[src/hdl/afi_pkg.sv]
// constants and types shared by the converter serial frame interface
package afi_pkg;

  localparam int CTRL_W = 12;
  localparam int WORD_W = 16;
  localparam int CODE_W = 12;
  localparam int TAG_W = 2;
  localparam int RES_W = TAG_W + CODE_W;
  localparam int FIFO_DEPTH = 16;

  // falling serial clock counts inside a frame
  localparam logic [4:0] CNT_ZERO = 5'h00;
  localparam logic [4:0] CNT_ONE = 5'h01;
  localparam logic [4:0] CNT_CTRL_LAST = 5'h0c;
  localparam logic [4:0] CNT_TRACK = 5'h0e;
  localparam logic [4:0] CNT_LAST_BIT = 5'h0f;
  localparam logic [4:0] CNT_FRAME = 5'h10;

  // control word layout, write flag is the first bit shifted in
  localparam int CTRL_WRITE_BIT = 11;
  localparam int CTRL_TAG_HI_BIT = 8;
  localparam int CTRL_TAG_LO_BIT = 7;
  localparam int CTRL_PM_HI_BIT = 6;
  localparam int CTRL_PM_LO_BIT = 5;

  // power mode encodings {power_mode_high, power_mode_low}
  localparam logic [1:0] PM_NORMAL = 2'h3;
  localparam logic [1:0] PM_FULL_DOWN = 2'h2;
  localparam logic [1:0] PM_AUTO_DOWN = 2'h1;

  // stored control bits below the write flag; normal mode after reset
  localparam logic [CTRL_W-2:0] CTRL_RESET = 11'h060;

  // two leading zero bits ahead of the channel tag
  localparam logic [1:0] LEAD_ZEROS = 2'h0;

  typedef enum logic [1:0] {
    AFI_IDLE,
    AFI_FRAME,
    AFI_TAIL
  } afi_state_t;

endpackage

[src/hdl/afi_sync.sv]
// three-stage input synchroniser with agreement filter
`timescale 1ns/10ps
module afi_sync #(
  parameter logic INIT = 1'b0
) (
  input wire logic clk_sys,
  input wire logic reset,
  input wire logic d_async,
  output logic q
);

  logic s1_ff;
  logic s2_ff;
  logic s3_ff;
  logic q_ff;

  // first stage feeds only the second one
  always_ff @(posedge clk_sys) begin
    if (reset) begin
      s1_ff <= INIT;
      s2_ff <= INIT;
      s3_ff <= INIT;
    end else begin
      s1_ff <= d_async;
      s2_ff <= s1_ff;
      s3_ff <= s2_ff;
    end
  end

  // a change counts only once stages two and three agree
  always_ff @(posedge clk_sys) begin
    if (reset) begin
      q_ff <= INIT;
    end else if (s2_ff == s3_ff) begin
      q_ff <= s3_ff;
    end
  end

  assign q = q_ff;

endmodule

[src/hdl/afi_fifo.sv]
// result fifo with registered read data and registered flags
`timescale 1ns/10ps
module afi_fifo #(
  parameter int W = 14,
  parameter int DEPTH = 16
) (
  input wire logic clk_sys,
  input wire logic reset,
  input wire logic in_valid,
  output logic in_ready,
  input wire logic [W-1:0] in_data,
  output logic out_valid,
  input wire logic out_ready,
  output logic [W-1:0] out_data
);

  localparam int AW = $clog2(DEPTH);
  localparam logic [AW:0] FULL_CNT = (AW+1)'(DEPTH);
  localparam logic [AW:0] CNT_ONE_F = (AW+1)'(1);
  localparam logic [AW-1:0] PTR_ONE = AW'(1);

  logic [W-1:0] mem_ff [DEPTH];
  logic [AW-1:0] wr_ptr_ff;
  logic [AW-1:0] rd_ptr_ff;
  logic [AW:0] count_ff;
  logic [AW:0] nxt_count;
  logic in_ready_ff;
  logic out_valid_ff;
  logic [W-1:0] out_data_ff;
  logic push;
  logic pop;

  assign push = in_valid && in_ready_ff;
  assign pop = out_ready && out_valid_ff;

  always_comb begin
    nxt_count = count_ff;
    if (push && !pop) begin
      nxt_count = count_ff + CNT_ONE_F;
    end else if (pop && !push) begin
      nxt_count = count_ff - CNT_ONE_F;
    end
  end

  always_ff @(posedge clk_sys) begin
    if (push) begin
      mem_ff[wr_ptr_ff] <= in_data;
    end
  end

  always_ff @(posedge clk_sys) begin
    if (reset) begin
      wr_ptr_ff <= '0;
      rd_ptr_ff <= '0;
      count_ff <= '0;
      in_ready_ff <= 1'b0;
      out_valid_ff <= 1'b0;
    end else begin
      if (push) begin
        wr_ptr_ff <= wr_ptr_ff + PTR_ONE;
      end
      if (pop) begin
        rd_ptr_ff <= rd_ptr_ff + PTR_ONE;
      end
      count_ff <= nxt_count;
      in_ready_ff <= (nxt_count != FULL_CNT);
      out_valid_ff <= (nxt_count != '0);
    end
  end

  // read data lands one cycle after the pop
  always_ff @(posedge clk_sys) begin
    if (reset) begin
      out_data_ff <= '0;
    end else if (pop) begin
      out_data_ff <= mem_ff[rd_ptr_ff];
    end
  end

  assign in_ready = in_ready_ff;
  assign out_valid = out_valid_ff;
  assign out_data = out_data_ff;

endmodule

[src/hdl/afi_frame.sv]
// serial frame and conversion timing logic of a four-channel converter
`timescale 1ns/10ps
// Functional notes
// - chip select fall: sample input, hold, drive output, start conversion
// - conversion and transfer take exactly 16 serial clocks, host supplies all
// - track mode resumes on the fourteenth falling serial clock edge
// - complete frame releases output on the sixteenth falling edge
// - early chip select rise aborts, releases output, keeps control register
// - word is two zeros, two tag bits high first, then result bits
// - chip select fall presents first bit, each falling edge the next
// - last bit driven on fifteenth fall, valid at the sixteenth
// - 12-bit control word on first 12 falls, loaded only if write flag set
// - 8-bit variant pads with four trailing zeros
// - 10-bit variant pads with two trailing zeros
// - 12-bit variant fills the word without padding
// - automatic shutdown powers the device down from each full-frame end to the next chip select fall
// - power mode 11 normal, 10 full shutdown, 01 automatic shutdown
// - write flag zero leaves all control contents unchanged
module afi_frame
  import afi_pkg::*;
#(
  parameter int RES_BITS = 12
) (
  input wire logic clk_sys,
  input wire logic reset,
  input wire logic cs_n,
  input wire logic sclk,
  input wire logic din,
  output logic dout,
  output logic dout_oe_n,
  input wire logic res_valid,
  output logic res_ready,
  input wire logic [RES_W-1:0] res_data,
  output logic sample_strobe,
  output logic [TAG_W-1:0] sample_chan,
  output logic track_mode,
  output logic powered_down,
  output logic conv_busy,
  output logic frame_abort,
  output logic [CTRL_W-2:0] ctrl_word
);

  // result bits below the kept ones read as zero trailing padding
  localparam logic [CODE_W-1:0] CODE_MASK = ~(CODE_W'((1 << (CODE_W - RES_BITS)) - 1));

  logic cs_n_s;
  logic sclk_s;
  logic din_s;
  logic cs_n_d_ff;
  logic sclk_d_ff;
  logic cs_fall;
  logic cs_rise;
  logic sclk_fall;
  afi_state_t state_ff;
  logic [4:0] cnt_ff;
  logic [4:0] nxt_cnt;
  logic [WORD_W-1:0] word_ff;
  logic load_pend_ff;
  logic took_res_ff;
  logic [CTRL_W-1:0] shift_ff;
  logic [CTRL_W-2:0] ctrl_ff;
  logic [1:0] pm_new;
  logic dout_ff;
  logic dout_oe_n_ff;
  logic sample_ff;
  logic [TAG_W-1:0] chan_ff;
  logic track_ff;
  logic down_ff;
  logic busy_ff;
  logic abort_ff;
  logic fifo_valid;
  logic [RES_W-1:0] fifo_data;
  logic fifo_pop;
  logic edge_in_frame;

  afi_sync #(.INIT(1'b1)) u_sync_cs (
    .clk_sys(clk_sys),
    .reset(reset),
    .d_async(cs_n),
    .q(cs_n_s)
  );

  afi_sync #(.INIT(1'b0)) u_sync_sclk (
    .clk_sys(clk_sys),
    .reset(reset),
    .d_async(sclk),
    .q(sclk_s)
  );

  afi_sync #(.INIT(1'b0)) u_sync_din (
    .clk_sys(clk_sys),
    .reset(reset),
    .d_async(din),
    .q(din_s)
  );

  // results wait here; frames drain one each, so the core sees back-pressure
  afi_fifo #(.W(RES_W), .DEPTH(FIFO_DEPTH)) u_fifo (
    .clk_sys(clk_sys),
    .reset(reset),
    .in_valid(res_valid),
    .in_ready(res_ready),
    .in_data(res_data),
    .out_valid(fifo_valid),
    .out_ready(fifo_pop),
    .out_data(fifo_data)
  );

  always_ff @(posedge clk_sys) begin
    if (reset) begin
      cs_n_d_ff <= 1'b1;
      sclk_d_ff <= 1'b0;
    end else begin
      cs_n_d_ff <= cs_n_s;
      sclk_d_ff <= sclk_s;
    end
  end

  assign cs_fall = cs_n_d_ff && !cs_n_s;
  assign cs_rise = !cs_n_d_ff && cs_n_s;
  assign sclk_fall = sclk_d_ff && !sclk_s;
  assign edge_in_frame = sclk_fall && !cs_n_s && (state_ff == AFI_FRAME);
  assign nxt_cnt = cnt_ff + CNT_ONE;
  assign fifo_pop = cs_fall && fifo_valid;
  assign pm_new = {shift_ff[CTRL_PM_HI_BIT], shift_ff[CTRL_PM_LO_BIT]};

  // frame sequencing; edges past the sixteenth are ignored
  always_ff @(posedge clk_sys) begin
    if (reset) begin
      state_ff <= AFI_IDLE;
      cnt_ff <= CNT_ZERO;
    end else begin
      unique case (state_ff)
        AFI_IDLE: begin
          if (cs_fall) begin
            state_ff <= AFI_FRAME;
            cnt_ff <= CNT_ZERO;
          end
        end
        AFI_FRAME: begin
          if (cs_rise) begin
            state_ff <= AFI_IDLE;
          end else if (edge_in_frame) begin
            cnt_ff <= nxt_cnt;
            if (nxt_cnt == CNT_FRAME) begin
              state_ff <= AFI_TAIL;
            end
          end
        end
        AFI_TAIL: begin
          if (cs_rise) begin
            state_ff <= AFI_IDLE;
          end
        end
      endcase
    end
  end

  // output word: leading zeros, tag, result, zero padding
  always_ff @(posedge clk_sys) begin
    if (reset) begin
      word_ff <= '0;
      load_pend_ff <= 1'b0;
      took_res_ff <= 1'b0;
    end else begin
      load_pend_ff <= cs_fall;
      if (cs_fall) begin
        took_res_ff <= fifo_valid;
      end
      if (load_pend_ff) begin
        if (took_res_ff) begin
          word_ff <= {LEAD_ZEROS, fifo_data[RES_W-1 -: TAG_W],
                      fifo_data[CODE_W-1:0] & CODE_MASK};
        end else begin
          word_ff <= {LEAD_ZEROS, chan_ff, {CODE_W{1'b0}}};
        end
      end
    end
  end

  // serial output; oe_n low while driving
  always_ff @(posedge clk_sys) begin
    if (reset) begin
      dout_ff <= 1'b0;
      dout_oe_n_ff <= 1'b1;
    end else if (cs_fall && state_ff == AFI_IDLE) begin
      dout_ff <= LEAD_ZEROS[1];
      dout_oe_n_ff <= 1'b0;
    end else if (cs_rise) begin
      dout_oe_n_ff <= 1'b1;
    end else if (edge_in_frame) begin
      if (nxt_cnt == CNT_FRAME) begin
        dout_oe_n_ff <= 1'b1;
      end else begin
        dout_ff <= word_ff[4'(CNT_LAST_BIT - nxt_cnt)];
      end
    end
  end

  // control word capture on the first twelve falls, commit at full-frame end
  always_ff @(posedge clk_sys) begin
    if (reset) begin
      shift_ff <= '0;
      ctrl_ff <= CTRL_RESET;
    end else begin
      if (edge_in_frame && nxt_cnt <= CNT_CTRL_LAST) begin
        shift_ff <= {shift_ff[CTRL_W-2:0], din_s};
      end
      if (cs_rise && state_ff == AFI_TAIL && shift_ff[CTRL_WRITE_BIT]) begin
        ctrl_ff <= shift_ff[CTRL_W-2:0];
      end
    end
  end

  // sampling, track and hold, busy and abort indication
  always_ff @(posedge clk_sys) begin
    if (reset) begin
      sample_ff <= 1'b0;
      chan_ff <= '0;
      track_ff <= 1'b1;
      busy_ff <= 1'b0;
      abort_ff <= 1'b0;
    end else begin
      sample_ff <= cs_fall && state_ff == AFI_IDLE;
      abort_ff <= cs_rise && state_ff == AFI_FRAME;
      if (cs_fall && state_ff == AFI_IDLE) begin
        chan_ff <= {ctrl_ff[CTRL_TAG_HI_BIT], ctrl_ff[CTRL_TAG_LO_BIT]};
        track_ff <= 1'b0;
        busy_ff <= 1'b1;
      end else if (cs_rise && state_ff == AFI_FRAME) begin
        track_ff <= 1'b1;
        busy_ff <= 1'b0;
      end else if (edge_in_frame && nxt_cnt == CNT_TRACK) begin
        track_ff <= 1'b1;
      end else if (edge_in_frame && nxt_cnt == CNT_FRAME) begin
        busy_ff <= 1'b0;
      end else if (cs_rise && state_ff == AFI_TAIL &&
                   (shift_ff[CTRL_WRITE_BIT] ? pm_new :
                    ctrl_ff[CTRL_PM_HI_BIT -: $bits(pm_new)]) != PM_NORMAL) begin
        track_ff <= 1'b0; // shutdown holds the track and hold, whatever mode it came from
      end
    end
  end

  // power state follows the mode committed at the end of each full frame
  always_ff @(posedge clk_sys) begin
    if (reset) begin
      down_ff <= 1'b0;
    end else if (cs_rise && state_ff == AFI_TAIL) begin
      if (shift_ff[CTRL_WRITE_BIT]) begin
        down_ff <= (pm_new != PM_NORMAL);
      end else begin
        down_ff <= {ctrl_ff[CTRL_PM_HI_BIT], ctrl_ff[CTRL_PM_LO_BIT]} != PM_NORMAL;
      end
    end else if (cs_fall &&
                 {ctrl_ff[CTRL_PM_HI_BIT], ctrl_ff[CTRL_PM_LO_BIT]} == PM_AUTO_DOWN) begin
      down_ff <= 1'b0; // wakes at chip select fall, down again only at the next full-frame end
    end
  end

  assign dout = dout_ff;
  assign dout_oe_n = dout_oe_n_ff;
  assign sample_strobe = sample_ff;
  assign sample_chan = chan_ff;
  assign track_mode = track_ff;
  assign powered_down = down_ff;
  assign conv_busy = busy_ff;
  assign frame_abort = abort_ff;
  assign ctrl_word = ctrl_ff;
endmodule

[config.mk]
export PLATFORM = sky130hd
export DESIGN_NAME = afi_frame
export DESIGN_NICKNAME = d
export VERILOG_FILES = /design/src/hdl/afi_pkg.sv /design/src/hdl/afi_sync.sv /design/src/hdl/afi_fifo.sv /design/src/hdl/afi_frame.sv
export SDC_FILE = /design/constraint.sdc
export NUM_CORES = 1
export LEC_CHECK = 0
export BUFFER_PORTS_ARGS = -buffer_cell sky130_fd_sc_hd__buf_2
export CORE_MARGIN = 3
export CORE_UTILIZATION = 55
export CTS_BUF_LIST = sky130_fd_sc_hd__clkbuf_16
export DETAILED_ROUTE_END_ITERATION = 7
export GPL_TIMING_DRIVEN = 0
export PLACE_DENSITY = 0.69
export SLEW_MARGIN = 0
export SYNTH_ARGS = -nofsm -noshare
export SYNTH_HDL_FRONTEND = slang
export SYNTH_SLANG_ARGS = --single-unit
export TNS_END_PERCENT = 100
[constraint.sdc]
create_clock -name clk_sys -period 3.1 [get_ports clk_sys]
set_input_delay 0.31 -clock clk_sys [delete_from_list [all_inputs] [get_ports clk_sys]]
set_output_delay 0.31 -clock clk_sys [all_outputs]
set_load 0.02 [all_outputs]
# --- Word-level counts from Yosys, hierarchy flattened ---
# Memories as Yosys holds them, arrays and structs flattened. A register that Yosys moved wholly into a read port is not among the register bits.
# Cells that the tools add are included.
totals:
  reg_bits: 86
  ram_bits: 224
  input_bits: 20
  out_inout_bits: 21
  word_cells: 138
  n_memories: 1
memory_table:
  columns: ["memory", "depth", "width", "read_ports", "rd_ports_with_merged_regs", "wr", "line_no", "text"]
  rows:
  - ["u_fifo.mem_ff", 16, 14, 1, 1, 1, "afi_fifo.sv:22", "logic [W-1:0] mem_ff [DEPTH];"]
classes:
  add_sub_neg: 6
  magnitude_cmp: 2
  eq_ne: 20
  muxes: 34
  bitwise: 2
  n_reduce_logical: 39
op_table:
  columns: ["operator", "n"]
  rows:
  - ["$mux 5", 5]
  - ["$logic_and 1x1->1", 19]
  - ["$mux 1", 19]
  - ["$mux 14", 1]
  - ["$ne 2x2->1 const B", 7]
  - ["$mux 2", 6]
  - ["$add 5x1->5 const B", 2]
  - ["$pmux 5 s2", 1]
  - ["$reduce_bool 3->1", 3]
  - ["$add 4x1->4 const B", 2]
  - ["$reduce_and 4->1", 2]
  - ["$ne 3x3->1 const B", 2]
  - ["$pmux 2 s3", 1]
  - ["$reduce_and 2->1", 3]
  - ["$eq 5x4->1 const B", 1]
  - ["$eq 5x5->1 const B", 1]
  - ["$le 5x4->1 const B", 1]
  - ["$logic_not 1->1", 5]
  - ["$lt 4x5->1 const B", 1]
  - ["$ne 5x5->1 const B", 1]
  - ["$reduce_bool 5->1", 1]
  - ["$sub 5x1->5 const B", 1]
  - ["$bmux 1 s4", 1]
  - ["$eq 2x1->1 const B", 2]
  - ["other kinds (11)", 15]

# --- Longest topological paths before layout ---
# Gate-level depths: netlist of run 1.
logic_depth:
  depth_word: 9
  mapped_depth: 8
  depth_no_buf: 7

# --- Modules after synthesis ---
# Synthesis of run 1 repeated with hierarchy kept, for this count alone.
hier_totals:
  hier_cells: 820
  area_unflattened_um2: 12642.1
modules_own_cells:
  columns: ["mod", "instances", "cells_per_inst", "area_each_um2", "seq_area_each_um2"]
  rows:
  - ["afi_fifo", 1, 519, 9870.7, 7307.0]
  - ["afi_frame", 1, 271, 2431.1, 1141.1]
  - ["afi_sync at u_sync_din ...", 2, 10, 112.6, 80.1]
  - ["afi_sync at u_sync_cs", 1, 10, 115.1, 80.1]

# --- Worst setup path after synthesis of run 1 ---
# No wires, ideal clock.
synth_path:
  path_type: "register -> register"
  start: "register u_fifo.in_ready_ff, in the netlist u_fifo.in_ready"
  end: "memory u_fifo.mem_ff[3][0] (enable)"
  setup_time_ns: 0.403
  arrival_ns: 1.951
  t_required_ns: 2.697
  slack_ns: 0.746
  path_stages_with_launch: 5
  path_buffers: 1
  synth_period_minus_slack_ns: 2.354
  path_cell_list: "dfxtp_1 > and2_1 > buf_2 > nand2_1 > nor3_1"
synth_via:
  elab_chain_cells: 3
synth_lines:
  columns: ["item", "line_no", "text"]
  rows:
  - ["start: declaration", "afi_fifo.sv:27", "logic in_ready_ff;"]
  - ["start signal: assignment", "afi_fifo.sv:66", "in_ready_ff <= (nxt_count != FULL_CNT);"]
  - ["$logic_and 1x1->1", "afi_fifo.sv:33", "assign push = in_valid && in_ready_ff;"]
  - ["$mux 1", "afi_fifo.sv:46", "if (push) begin"]
  - ["$mux 1 (implied by the code)", "afi_fifo.sv:47", "mem_ff[wr_ptr_ff] <= in_data;"]
  - ["end: declaration", "afi_fifo.sv:22", null]
# Every way passes these cells.

==> impl_metrics.toml, run 1 <==
[cells_and_area]
antennaDiodeCount = 0
nets = 918
fillers = 1607
multi_input_comb_area_um2 = 3630
drive_gt1_share_pct = 21.4
fin_cells = 1185
synthToLayoutAreaGrowth_pct = 13.2
regArea_um2 = 8690

[power_and_ir_drop]
power_mw = 8.42
combPwrFrac_pct = 2.8
leakagePower_nw = 4.76
p_seq_share_pct = 55.1
switching_share_pct = 20.2
internal_power_mw = 6.72
power.share.clock_pct = 42.0
p_sw_mw = 1.70
peakVddDrop_mv = 0.548
cellPowerDensity_nw_per_um2 = 593

[die]
rows = 54
core_area_um2 = 22200
die_area_um2 = 24700
die_y_um = 157
die_w_um = 157
initial_utilization_pct = 56.7
ios = 41

[setup_path]
path_class = "reg2reg"
cp_cell_sequence = "buf_1 > mux4_2 > a22oi_1 > a21oi_1 > a21oi_1 > nor2_1"
cp-start-kind = "flop"
cp_max_fo = 10
critPathTopFamily = "compound AO/OA/AOI/OAI gates"
critPathMaxStageDelay_ns = 0.55
path_buf_inv = 1
cp.arrival_ns = 2.70
required_ns = 3.54
cp_common_cell = "a21oi_1"
critPathSlowestCell = "buf_1"
endpoint_kind = "flop"

[logic_synthesis]
ys_warn_count = 0
synth_top_family_by_area = "multiplexers"
synthAdderAreaFrac_pct = 1.20
async_flop_share_pct = 0
synthesis.area_um2 = 12600
syn_inst = 803
synth_xor_area_share_pct = 0.957
synth_ff_type = "edfxtp_1"
yosys.area_share.simple_pct = 7.67
synth_edf_count = 224
ys_types = 58
synth_compound_area_share_pct = 6.73
ys_ff_latch = 322
syn_nets = 835
synth.avg_cell_area_um2 = 15.6
ys_seq_area_share_pct = 69.2
muxShareOfSynthArea_pct = 12.0

[sta]
tns_ns = 0
setup_ws_ns = 0.846
hold_slack_ns = 0.133
worstMarginPinSlew_ns = 0.983
slew_headroom_pct = 34.4
slew_violations = 0
final-setup-viol-count = 0
hold_viol_final = 0
post-route-period-util_pct = 72.7
rsz0062_at_grt = "no"
skew_ns = 0.0166
max_freq_mhz = 444
min_period_ns = 2.25

[clocking]
holdBufCountCts = 3
worstSkewPairLatency_ns = 0.57
cts_resized = 0
post_cts_buffers = 0
clk_path_buf_depth = 3
cts.sinks = 322
tritoncts = "done"
cts.htree.levels = 1
cts.clk_slew.worst_paths_ns = 0.06
numCtsBuffers = 31
clk_root_buffer_cell = "clkbuf_16"

[grt]
overflow = 0
grt_pass1_vias = 7193
grt.total_usage_pct = 22.1
antenna_found_initial = 0
grt_max_degree = 17
grt_pass1_wl_um = 41300

[routing]
vias_per_cell = 5.96
drt_wl_total_um = 26500
dr.pass1.iters = 5
wl_per_cell_um = 22.4
drtAntennaViolNets = 0
drc_errors = 0
via_count = 7060
drt_iter0_markers = 565

[placed_design]
dp_slack_ns = 0.527
dp_hpwl_um = 17800
placedCellCount = 1130
gp_congestion = 0.876
port_buffers = 39

[status]
status = "finished, final reports clean"

[worst_hold_path]
worstHoldPathType = "in2reg"

[job]
max_cap_violations = 0
cells by family (layout without fill, tap and decap cells):
group / after synthesis / after routing
adders and majority gates: 12 / 12
and+or+nand+nor: 202 / 202
DFF: 322 / 322
buffers and inverters: 51 / 153
AOI/OAI and AO/OA: 127 / 127
xor gates and xnor gates: 12 / 12
muxes: 77 / 77
flip-flops by register name (all words and copies together) (netlist names), 5 cells and up:
register,flops
ctrl_word,11
cnt_ff,5
word_ff,14
u_fifo.out_data,14
u_fifo.mem_ff,224
u_fifo.count_ff,5
shift_ff,12
metal layers:
layer,up-vias,GRT usage (%),part of all wire (%)
met1,3561,29.3,41
li1,3220,-,-
met4,0,5.83,2.7
met2,230,38.6,51
met5,-,0,0
met3,49,3.44,5.2
metrics by stage:
stage / utilization, % / cell area [um^2]
floorplan: - / 12600
global placement: 59.1 / 13100
detailed placement: 59.6 / 13200
CTS: 64.1 / 14200
global route: 64.1 / 14200
finish: 64.1 / 14200
path summary, 6_finish.rpt:
| path | start | endpoint | slack [ns] | depth (start not counted) |
|---|---|---|---|---|
| worst max-delay path | u_fifo.rd_ptr_ff[1] | u_fifo.out_data[10] | 0.85 | 6 |
| worst min-delay path | res_data[9] | u_fifo.mem_ff[7][9] | 0.13 | 1 |
| worst max register to register | u_fifo.rd_ptr_ff[1] | u_fifo.out_data[10] | 0.85 | 6 |
| worst min register to register | u_sync_cs.s1_ff | u_sync_cs.s2_ff | 0.42 | 1 |
cells in the mapped netlist (4+ instances only):
library cell / instances / share of area, %
o21ai_0: 5 / 0.20
clkbuf_1: 17 / 0.51
xnor2_1: 4 / 0.28
mux2i_1: 17 / 1.4
buf_1: 7 / 0.21
nor3_1: 8 / 0.32
a211oi_1: 4 / 0.24
nand2_1: 49 / 1.5
nand3_1: 7 / 0.28
inv_1: 8 / 0.24
a21oi_1: 66 / 2.6
xor2_1: 6 / 0.42
and3_1: 5 / 0.25
nor2_1: 80 / 2.4
dfxtp_1: 98 / 16
ha_1: 12 / 1.2
edfxtp_1: 224 / 54
a31oi_1: 4 / 0.20
a22oi_1: 22 / 1.3
nand2b_1: 5 / 0.25
buf_2: 10 / 0.40
or2_2: 4 / 0.20
nor2b_1: 25 / 1.2
mux4_2: 59 / 11
a22oi_2: 7 / 0.70
power groups by stage:
stage          clock, mW  sequential (mW)  combinational [mW]
4_1_cts             3.59             4.64               0.237
2_1_floorplan          0             4.73               0.127
6_report            3.54             4.64               0.237
3_5_place_dp           0             4.74               0.232
5_1_grt             3.78             4.64               0.261
3_3_place_gp           0             4.73               0.214
area by class of cell:
| cell class | count | area share, % |
|---|---|---|
| Tap cell | 280 | 2.47 |
| Sequential cell | 322 | 61.1 |
| Buffer | 43 | 1.76 |
| Multi-Input combinational cell | 430 | 25.5 |
| Inverter | 8 | 0.211 |
| Timing Repair Buffer | 50 | 2.19 |
| Clock inverter | 20 | 1.06 |
| Clock buffer | 32 | 5.64 |
layout by cell type (no fill, tap or decap), types with 4 or more instances in the layout:
cell         n
edfxtp_1   224
nor2_1      72
buf_4        5
mux2i_1     17
clkinv_1     4
nor3_1       4
nand2_1     49
clkbuf_16   32
xor2_1       6
buf_2       49
nor3_2       4
a21oi_1     66
ha_1        12
nor2b_1     25
a31oi_1      4
nor2_2       8
a211oi_1     4
clkbuf_1    17
or2_2        4
inv_1       17
and3_1       5
buf_1        7
mux4_2      59
dfxtp_1     98
xnor2_1      4
nand2b_1     5
nand3_1      7
a22oi_2      7
a22oi_1     22
buf_6        7
o21ai_0      5
(Power assumes the default switching activity.)
==> inputs of run 2 (changes only) <==
Settings changed: ABC_AREA set to 1.
Clock period 3.1 ns to 2.33 ns, I/O delays scaled along.
==> impl_metrics.toml, run 2 <==
[setup_path]
cp_cell_sequence = "nand2_1 > inv_1 > nand2_1 > nor2_1 > buf_4"
rrSetupSlack_ns = 0.18
ff2ff_path_depth = 5
cp-start-kind = "flop"
critPathTopFamily = "simple AND/OR/NAND/NOR gates"
worstReg2RegStart = "u_fifo.in_ready"
cp_max_fo = 10
rr_endpoint = "u_fifo.mem_ff[5][6]"
required_ns = 2.54
cp.arrival_ns = 2.37
path_buf_inv = 2
endpoint_kind = "flop"
critPathSlowestCell = "nor2_1"
path_class = "reg2reg"
cp_common_cell = "nand2_1"
critPathMaxStageDelay_ns = 0.57

[power_and_ir_drop]
leakagePower_nw = 5.50
power_mw = 12.5
peakVddDrop_mv = 0.589
cellPowerDensity_nw_per_um2 = 837

[clocking]
tritoncts = "done"
cts.sinks = 322
clk_root_buffer_cell = "clkbuf_16"
post_cts_buffers = 0
cts.htree.levels = 2
clk_path_buf_depth = 3
numCtsBuffers = 34
cts.clk_slew.worst_paths_ns = 0.06
worstSkewPairLatency_ns = 0.52

[die]
die_area_um2 = 25800
initial_utilization_pct = 57.1
die_y_um = 161
rows = 55
ios = 41
core_area_um2 = 23100
die_w_um = 161

[logic_synthesis]
synth_top_area_cell = "edfxtp_1"
async_flop_share_pct = 0
muxShareOfSynthArea_pct = 0
yosysTopAreaCellShare_pct = 51.1
syn_nets = 1320
synthesis.area_um2 = 13200
ys_top_cells_by_area = "edfxtp_1 51%, dfxtp_1 15%, nor2_1 8.1%"
ys_seq_area_share_pct = 66.0
synth_compound_area_share_pct = 9.22
ys_warn_count = 0
ys_types = 38
ys_ff_latch = 322
synthTopCellsByCount = "284 x nor2_1, 224 x edfxtp_1, 127 x o21ai_0, 119 x nand3_1, 117 x nand2_1"
yosys.area_share.simple_pct = 17.1
synth_xor_area_share_pct = 0.200
synth_top_family_by_area = "simple AND/OR/NAND/NOR gates"
synth.most_common_cell = "nor2_1"
synthAdderAreaFrac_pct = 1.14
synth_edf_count = 224
synth.avg_cell_area_um2 = 10.2
syn_inst = 1288
synth_ff_type = "edfxtp_1"

[routing]
drc_errors = 0
drt_wl_total_um = 32800
wl_per_cell_um = 19.3
vias_per_cell = 5.54
drtAntennaViolNets = 0
via_count = 9452
dr.pass1.iters = 5
drt_iter0_markers = 1008

[cells_and_area]
final_common_cell = "nor2_1"
synthToLayoutAreaGrowth_pct = 13.6
drive_gt1_share_pct = 11.6
antennaDiodeCount = 0
fin_cells = 1705
fillers = 1824
mostFrequentLayoutCells = "269 x nor2_1, 224 x edfxtp_1, 127 x o21ai_0, 119 x nand3_1"
nets = 1401
largest_reg_flops = 224
regMostFlops = "u_fifo.mem_ff"

[sta]
rsz0062_at_grt = "no"
slew_headroom_pct = 35.9
max_freq_mhz = 465
final-setup-viol-count = 0
setup_ws_ns = 0.178
min_period_ns = 2.15
worstMarginPinSlew_ns = 0.961
slew_violations = 0
post-route-period-util_pct = 92.4
hold_viol_final = 0
skew_ns = 0.0196

[worst_hold_path]
worstHoldPathType = "in2reg"
hold_end = "u_sync_sclk.s3_ff"
hold_depth = 2
min-delay-start = "reset"

[grt]
grt_pass1_vias = 8820
antenna_found_initial = 0
grt.total_usage_pct = 25.6
overflow = 0
grt_pass1_wl_um = 50500
grt_max_degree = 17

[status]
status = "finished, final reports clean"

[placed_design]
port_buffers = 39
dp_hpwl_um = 21700
gp_congestion = 0.899
placedCellCount = 1643
dp_slack_ns = -0.0852

[job]
max_cap_violations = 0
## run 2: layout make-up
type | instances | area, um^2 | share of cell area, %
Clock buffer | 35 | 876 | 5.86
Tap cell | 313 | 392 | 2.62
Buffer | 68 | 368 | 2.46
Inverter | 121 | 458 | 3.06
Sequential cell | 322 | 8690 | 58.1
Clock inverter | 24 | 231 | 1.55
Timing Repair Buffer | 45 | 251 | 1.68
Multi-Input combinational cell | 777 | 3680 | 24.6
## run 2: how the worst max path moves through the flow
stage                          startpoint                    to  slack [ns]  cells past startpoint
after floorplan           u_fifo.in_ready   u_fifo.mem_ff[0][0]        0.45                      4
after global placement          res_valid  u_fifo.mem_ff[2][13]       -0.14                      5
after detailed placement        res_valid  u_fifo.mem_ff[13][9]       -0.09                      5
after CTS                 u_fifo.in_ready  u_fifo.mem_ff[10][2]        0.08                      5
after global routing      u_fifo.in_ready   u_fifo.mem_ff[5][6]        0.06                      5
final                     u_fifo.in_ready   u_fifo.mem_ff[5][6]        0.18                      5
## run 2: per-layer routing
layer / up-vias / track usage [%] / share of wire, %
li1: 4534 / - / -
met1: 4454 / 35.6 / 43
met2: 396 / 40.3 / 45
met3: 68 / 5.62 / 8.6
met4: 0 / 8.56 / 3.0
met5: - / 0 / 0
## run 2: cells by family after synthesis
logic type,Yosys count
adders and majority gates,12
DFF,322
buffers and inverters,189
xor gates and xnor gates,3
AOI/OAI and AO/OA,221
and+or+nand+nor,541
## run 2: worst register-to-register path, cell delays in order, from the launching register on
cell	delay (ns)
dfxtp_1	0.32
nand2_1	0.15
inv_1	0.24
nand2_1	0.24
nor2_1	0.57
buf_4	0.33
## run 2: report_power, final
part | internal (mW) | total, mW | leakage [nW] | switching, mW
Sequential | 6.26 | 6.33 | 2.81 | 0.0658
Clock | 3.18 | 5.37 | 0.549 | 2.19
Combinational | 0.251 | 0.816 | 2.13 | 0.566
Total | 9.70 | 12.5 | 5.50 | 2.82
## run 2: through the flow
| stage | setup TNS (ns) | utilization [%] | area (um^2) | hold WS (ns) |
|---|---|---|---|---|
| after CTS | 0 | 64.8 | 14900 | 0.0938 |
| after floorplan | 0 | - | 13200 | 0.332 |
| after global routing | 0 | 64.8 | 14900 | 0.125 |
| after global placement | -10.44 | 59.6 | 13700 | 0.391 |
| after detailed placement | -6.00 | 59.8 | 13800 | 0.399 |
| final | 0 | 64.8 | 14900 | 0.122 |
## run 2: what timing repair did
action                                 in CTS  in global routing
setup endpoints to repair                 118                  7
resized for setup                          10                  2
pin swaps                                   0                  0
endpoints found under the hold margin       3                  0
hold buffers                                3                  0
==> inputs of run 3 (changes only) <==
Settings changed: SYNTH_HIERARCHICAL set to 1.
==> impl_metrics.toml, run 3 <==
[setup_path]
cp-start-kind = "flop"
cp.arrival_ns = 2.52
required_ns = 2.44
cp_max_fo = 14
path_class = "reg2reg"
endpoint_kind = "flop"
ff2ff_path_depth = 4

[routing]
drt_wl_total_um = 31500
dr.pass1.iters = 5
vias_per_cell = 5.51
drtAntennaViolNets = 0
drc_errors = 0
wl_per_cell_um = 17.9
drt_iter0_markers = 864
via_count = 9690

[sta]
min_period_ns = 2.41
max_freq_mhz = 416
slew_headroom_pct = 11.5
hold_viol_final = 0
slew_violations = 0
final-setup-viol-count = 28
setup_ws_ns = -0.0755
rsz0062_at_grt = "yes"
hold_slack_ns = 0.127
post-route-period-util_pct = 103
skew_ns = 0.0110
worstMarginPinSlew_ns = 1.32

[logic_synthesis]
synth.most_common_cell = "nand2_1"
ys_types = 33
synthTopCellsByCount = "395 x nand2_1, 227 x nand3_1, 224 x edfxtp_1, 120 x nor2_1, 98 x dfxtp_1"
ys_top_cells_by_area = "edfxtp_1 51%, dfxtp_1 15%, nand2_1 11%"
syn_inst = 1335
yosysTopAreaCellShare_pct = 50.8
syn_nets = 1367
synth_ff_type = "edfxtp_1"
synth_top_area_cell = "edfxtp_1"
synthesis.area_um2 = 13200
ys_ff_latch = 322
synth_edf_count = 224
ys_seq_area_share_pct = 65.6
synth.avg_cell_area_um2 = 9.92
async_flop_share_pct = 0
ys_warn_count = 6

[grt]
antenna_found_initial = 1
grt_max_degree = 23
overflow = 0
grt.total_usage_pct = 24.4
grt_pass1_wl_um = 49300
grt_pass1_vias = 9145

[clocking]
numCtsBuffers = 34
worstSkewPairLatency_ns = 0.50
cts.clk_slew.worst_paths_ns = 0.06
clk_path_buf_depth = 3
clk_root_buffer_cell = "clkbuf_16"
tritoncts = "done"
cts.htree.levels = 2
post_cts_buffers = 0
cts.sinks = 322

[status]
violations = "setup timing"
status = "finished with violations"

[worst_hold_path]
worstHoldPathType = "in2reg"
hold_depth = 1

[die]
initial_utilization_pct = 56.3
die_w_um = 161
ios = 41
core_area_um2 = 23500
die_area_um2 = 26000
rows = 56
die_y_um = 161

[cells_and_area]
mostFrequentLayoutCells = "393 x nand2_1, 227 x nand3_1, 224 x edfxtp_1, 106 x nor2_1, 98 x dfxtp_1"
drive_gt1_share_pct = 11.5
nets = 1446
antennaDiodeCount = 0
regMostFlops = "u_fifo/mem_ff"
fin_cells = 1759
synthToLayoutAreaGrowth_pct = 13.8
largest_reg_flops = 224
final_common_cell = "nand2_1"
design_area_um2 = 15100
fillers = 1933

[placed_design]
dp_hpwl_um = 21000
dp_slack_ns = -0.142
port_buffers = 40
placedCellCount = 1694
gp_congestion = 0.900
post_dp_cell_area_um2 = 13800

[power_and_ir_drop]
cellPowerDensity_nw_per_um2 = 840
leakagePower_nw = 5.93
peakVddDrop_mv = 0.672

[job]
max_cap_violations = 0
run 3: cell types whose count changed after synthesis, sizes merged, moves of 3 or more:
cell    change
nand2     +278
nor2      -162
nand3     +108
o21ai     -101
inv        -33
o211ai     -28
o22ai      -10
clkbuf      -7
buf         +6
nand4       +3
o21bai      +3
run 3: stage by stage:
step / utilization [%] / power [mW] / TNS [ns]
5_1_grt: 64.0 / 13.1 / -7.62
4_1_cts: 63.9 / 12.7 / -6.09
3_3_place_gp: 58.8 / 7.20 / -2.77
2_1_floorplan: - / 6.95 / 0
3_5_place_dp: 58.8 / 7.22 / -9.90
6_report: 64.0 / 12.7 / -1.49
run 3: timing repair:
action                                  in CTS  in global routing
hold endpoints to repair                     3                  0
hold buffers                                 3                  0
endpoints found under the setup margin     182                114
pin swaps                                    0                  0
resized for setup                            7                  8
run 3: critical path: stages, from the launching register on:
cell     delay (ns)
dfxtp_1        0.33
nand2_1        0.17
inv_1          0.25
nand2_1        0.22
nor2_1         1.03
run 3: power breakdown:
| group | switching, mW | internal [mW] |
|---|---|---|
| clock | 2.12 | 3.41 |
| combinational | 0.590 | 0.243 |
| sequential | 0.0590 | 6.24 |
| total | 2.77 | 9.89 |
run 3: cells by family (layout without fill, tap and decap cells):
logic type                 count (synthesis)  after routing  share of synthesized area, %
and+or+nand+nor                          768            768                          24.5
DFF                                      322            322                          65.6
buffers and inverters                    152            257                          5.46
AOI/OAI and AO/OA                         80             80                          3.25
adders and majority gates                 12             12                          1.13
xor gates and xnor gates                   1              1                        0.0661
run 3: metal layers:
metal,global-route usage [%],part of all wire [%]
met1,33.7,43
met2,39.8,47
met3,3.77,6.6
met4,8.41,3.3
met5,0,0
run 3: worst paths after layout:
kind                                  startpoint  slack, ns                    to
worst min-delay path                res_data[13]       0.13  u_fifo/mem_ff[7][13]
worst max register to register   u_fifo/in_ready      -0.08   u_fifo/mem_ff[8][4]
worst min register to register  u_sync_din/s1_ff       0.41      u_sync_din/s2_ff
worst max-delay path             u_fifo/in_ready      -0.08   u_fifo/mem_ff[8][4]
run 3: final cells by class:
| class | instances | area, um^2 | share of cell area (%) |
|---|---|---|---|
| plain buffers | 66 | 398 | 2.64 |
| clock buffers | 37 | 926 | 6.14 |
| repair buffers | 43 | 230 | 1.53 |
| well taps | 319 | 399 | 2.65 |
| clock inverters | 25 | 234 | 1.55 |
| flip-flops and latches | 322 | 8690 | 57.6 |
| multi-input cells | 861 | 3870 | 25.7 |
| inverters | 86 | 325 | 2.16 |
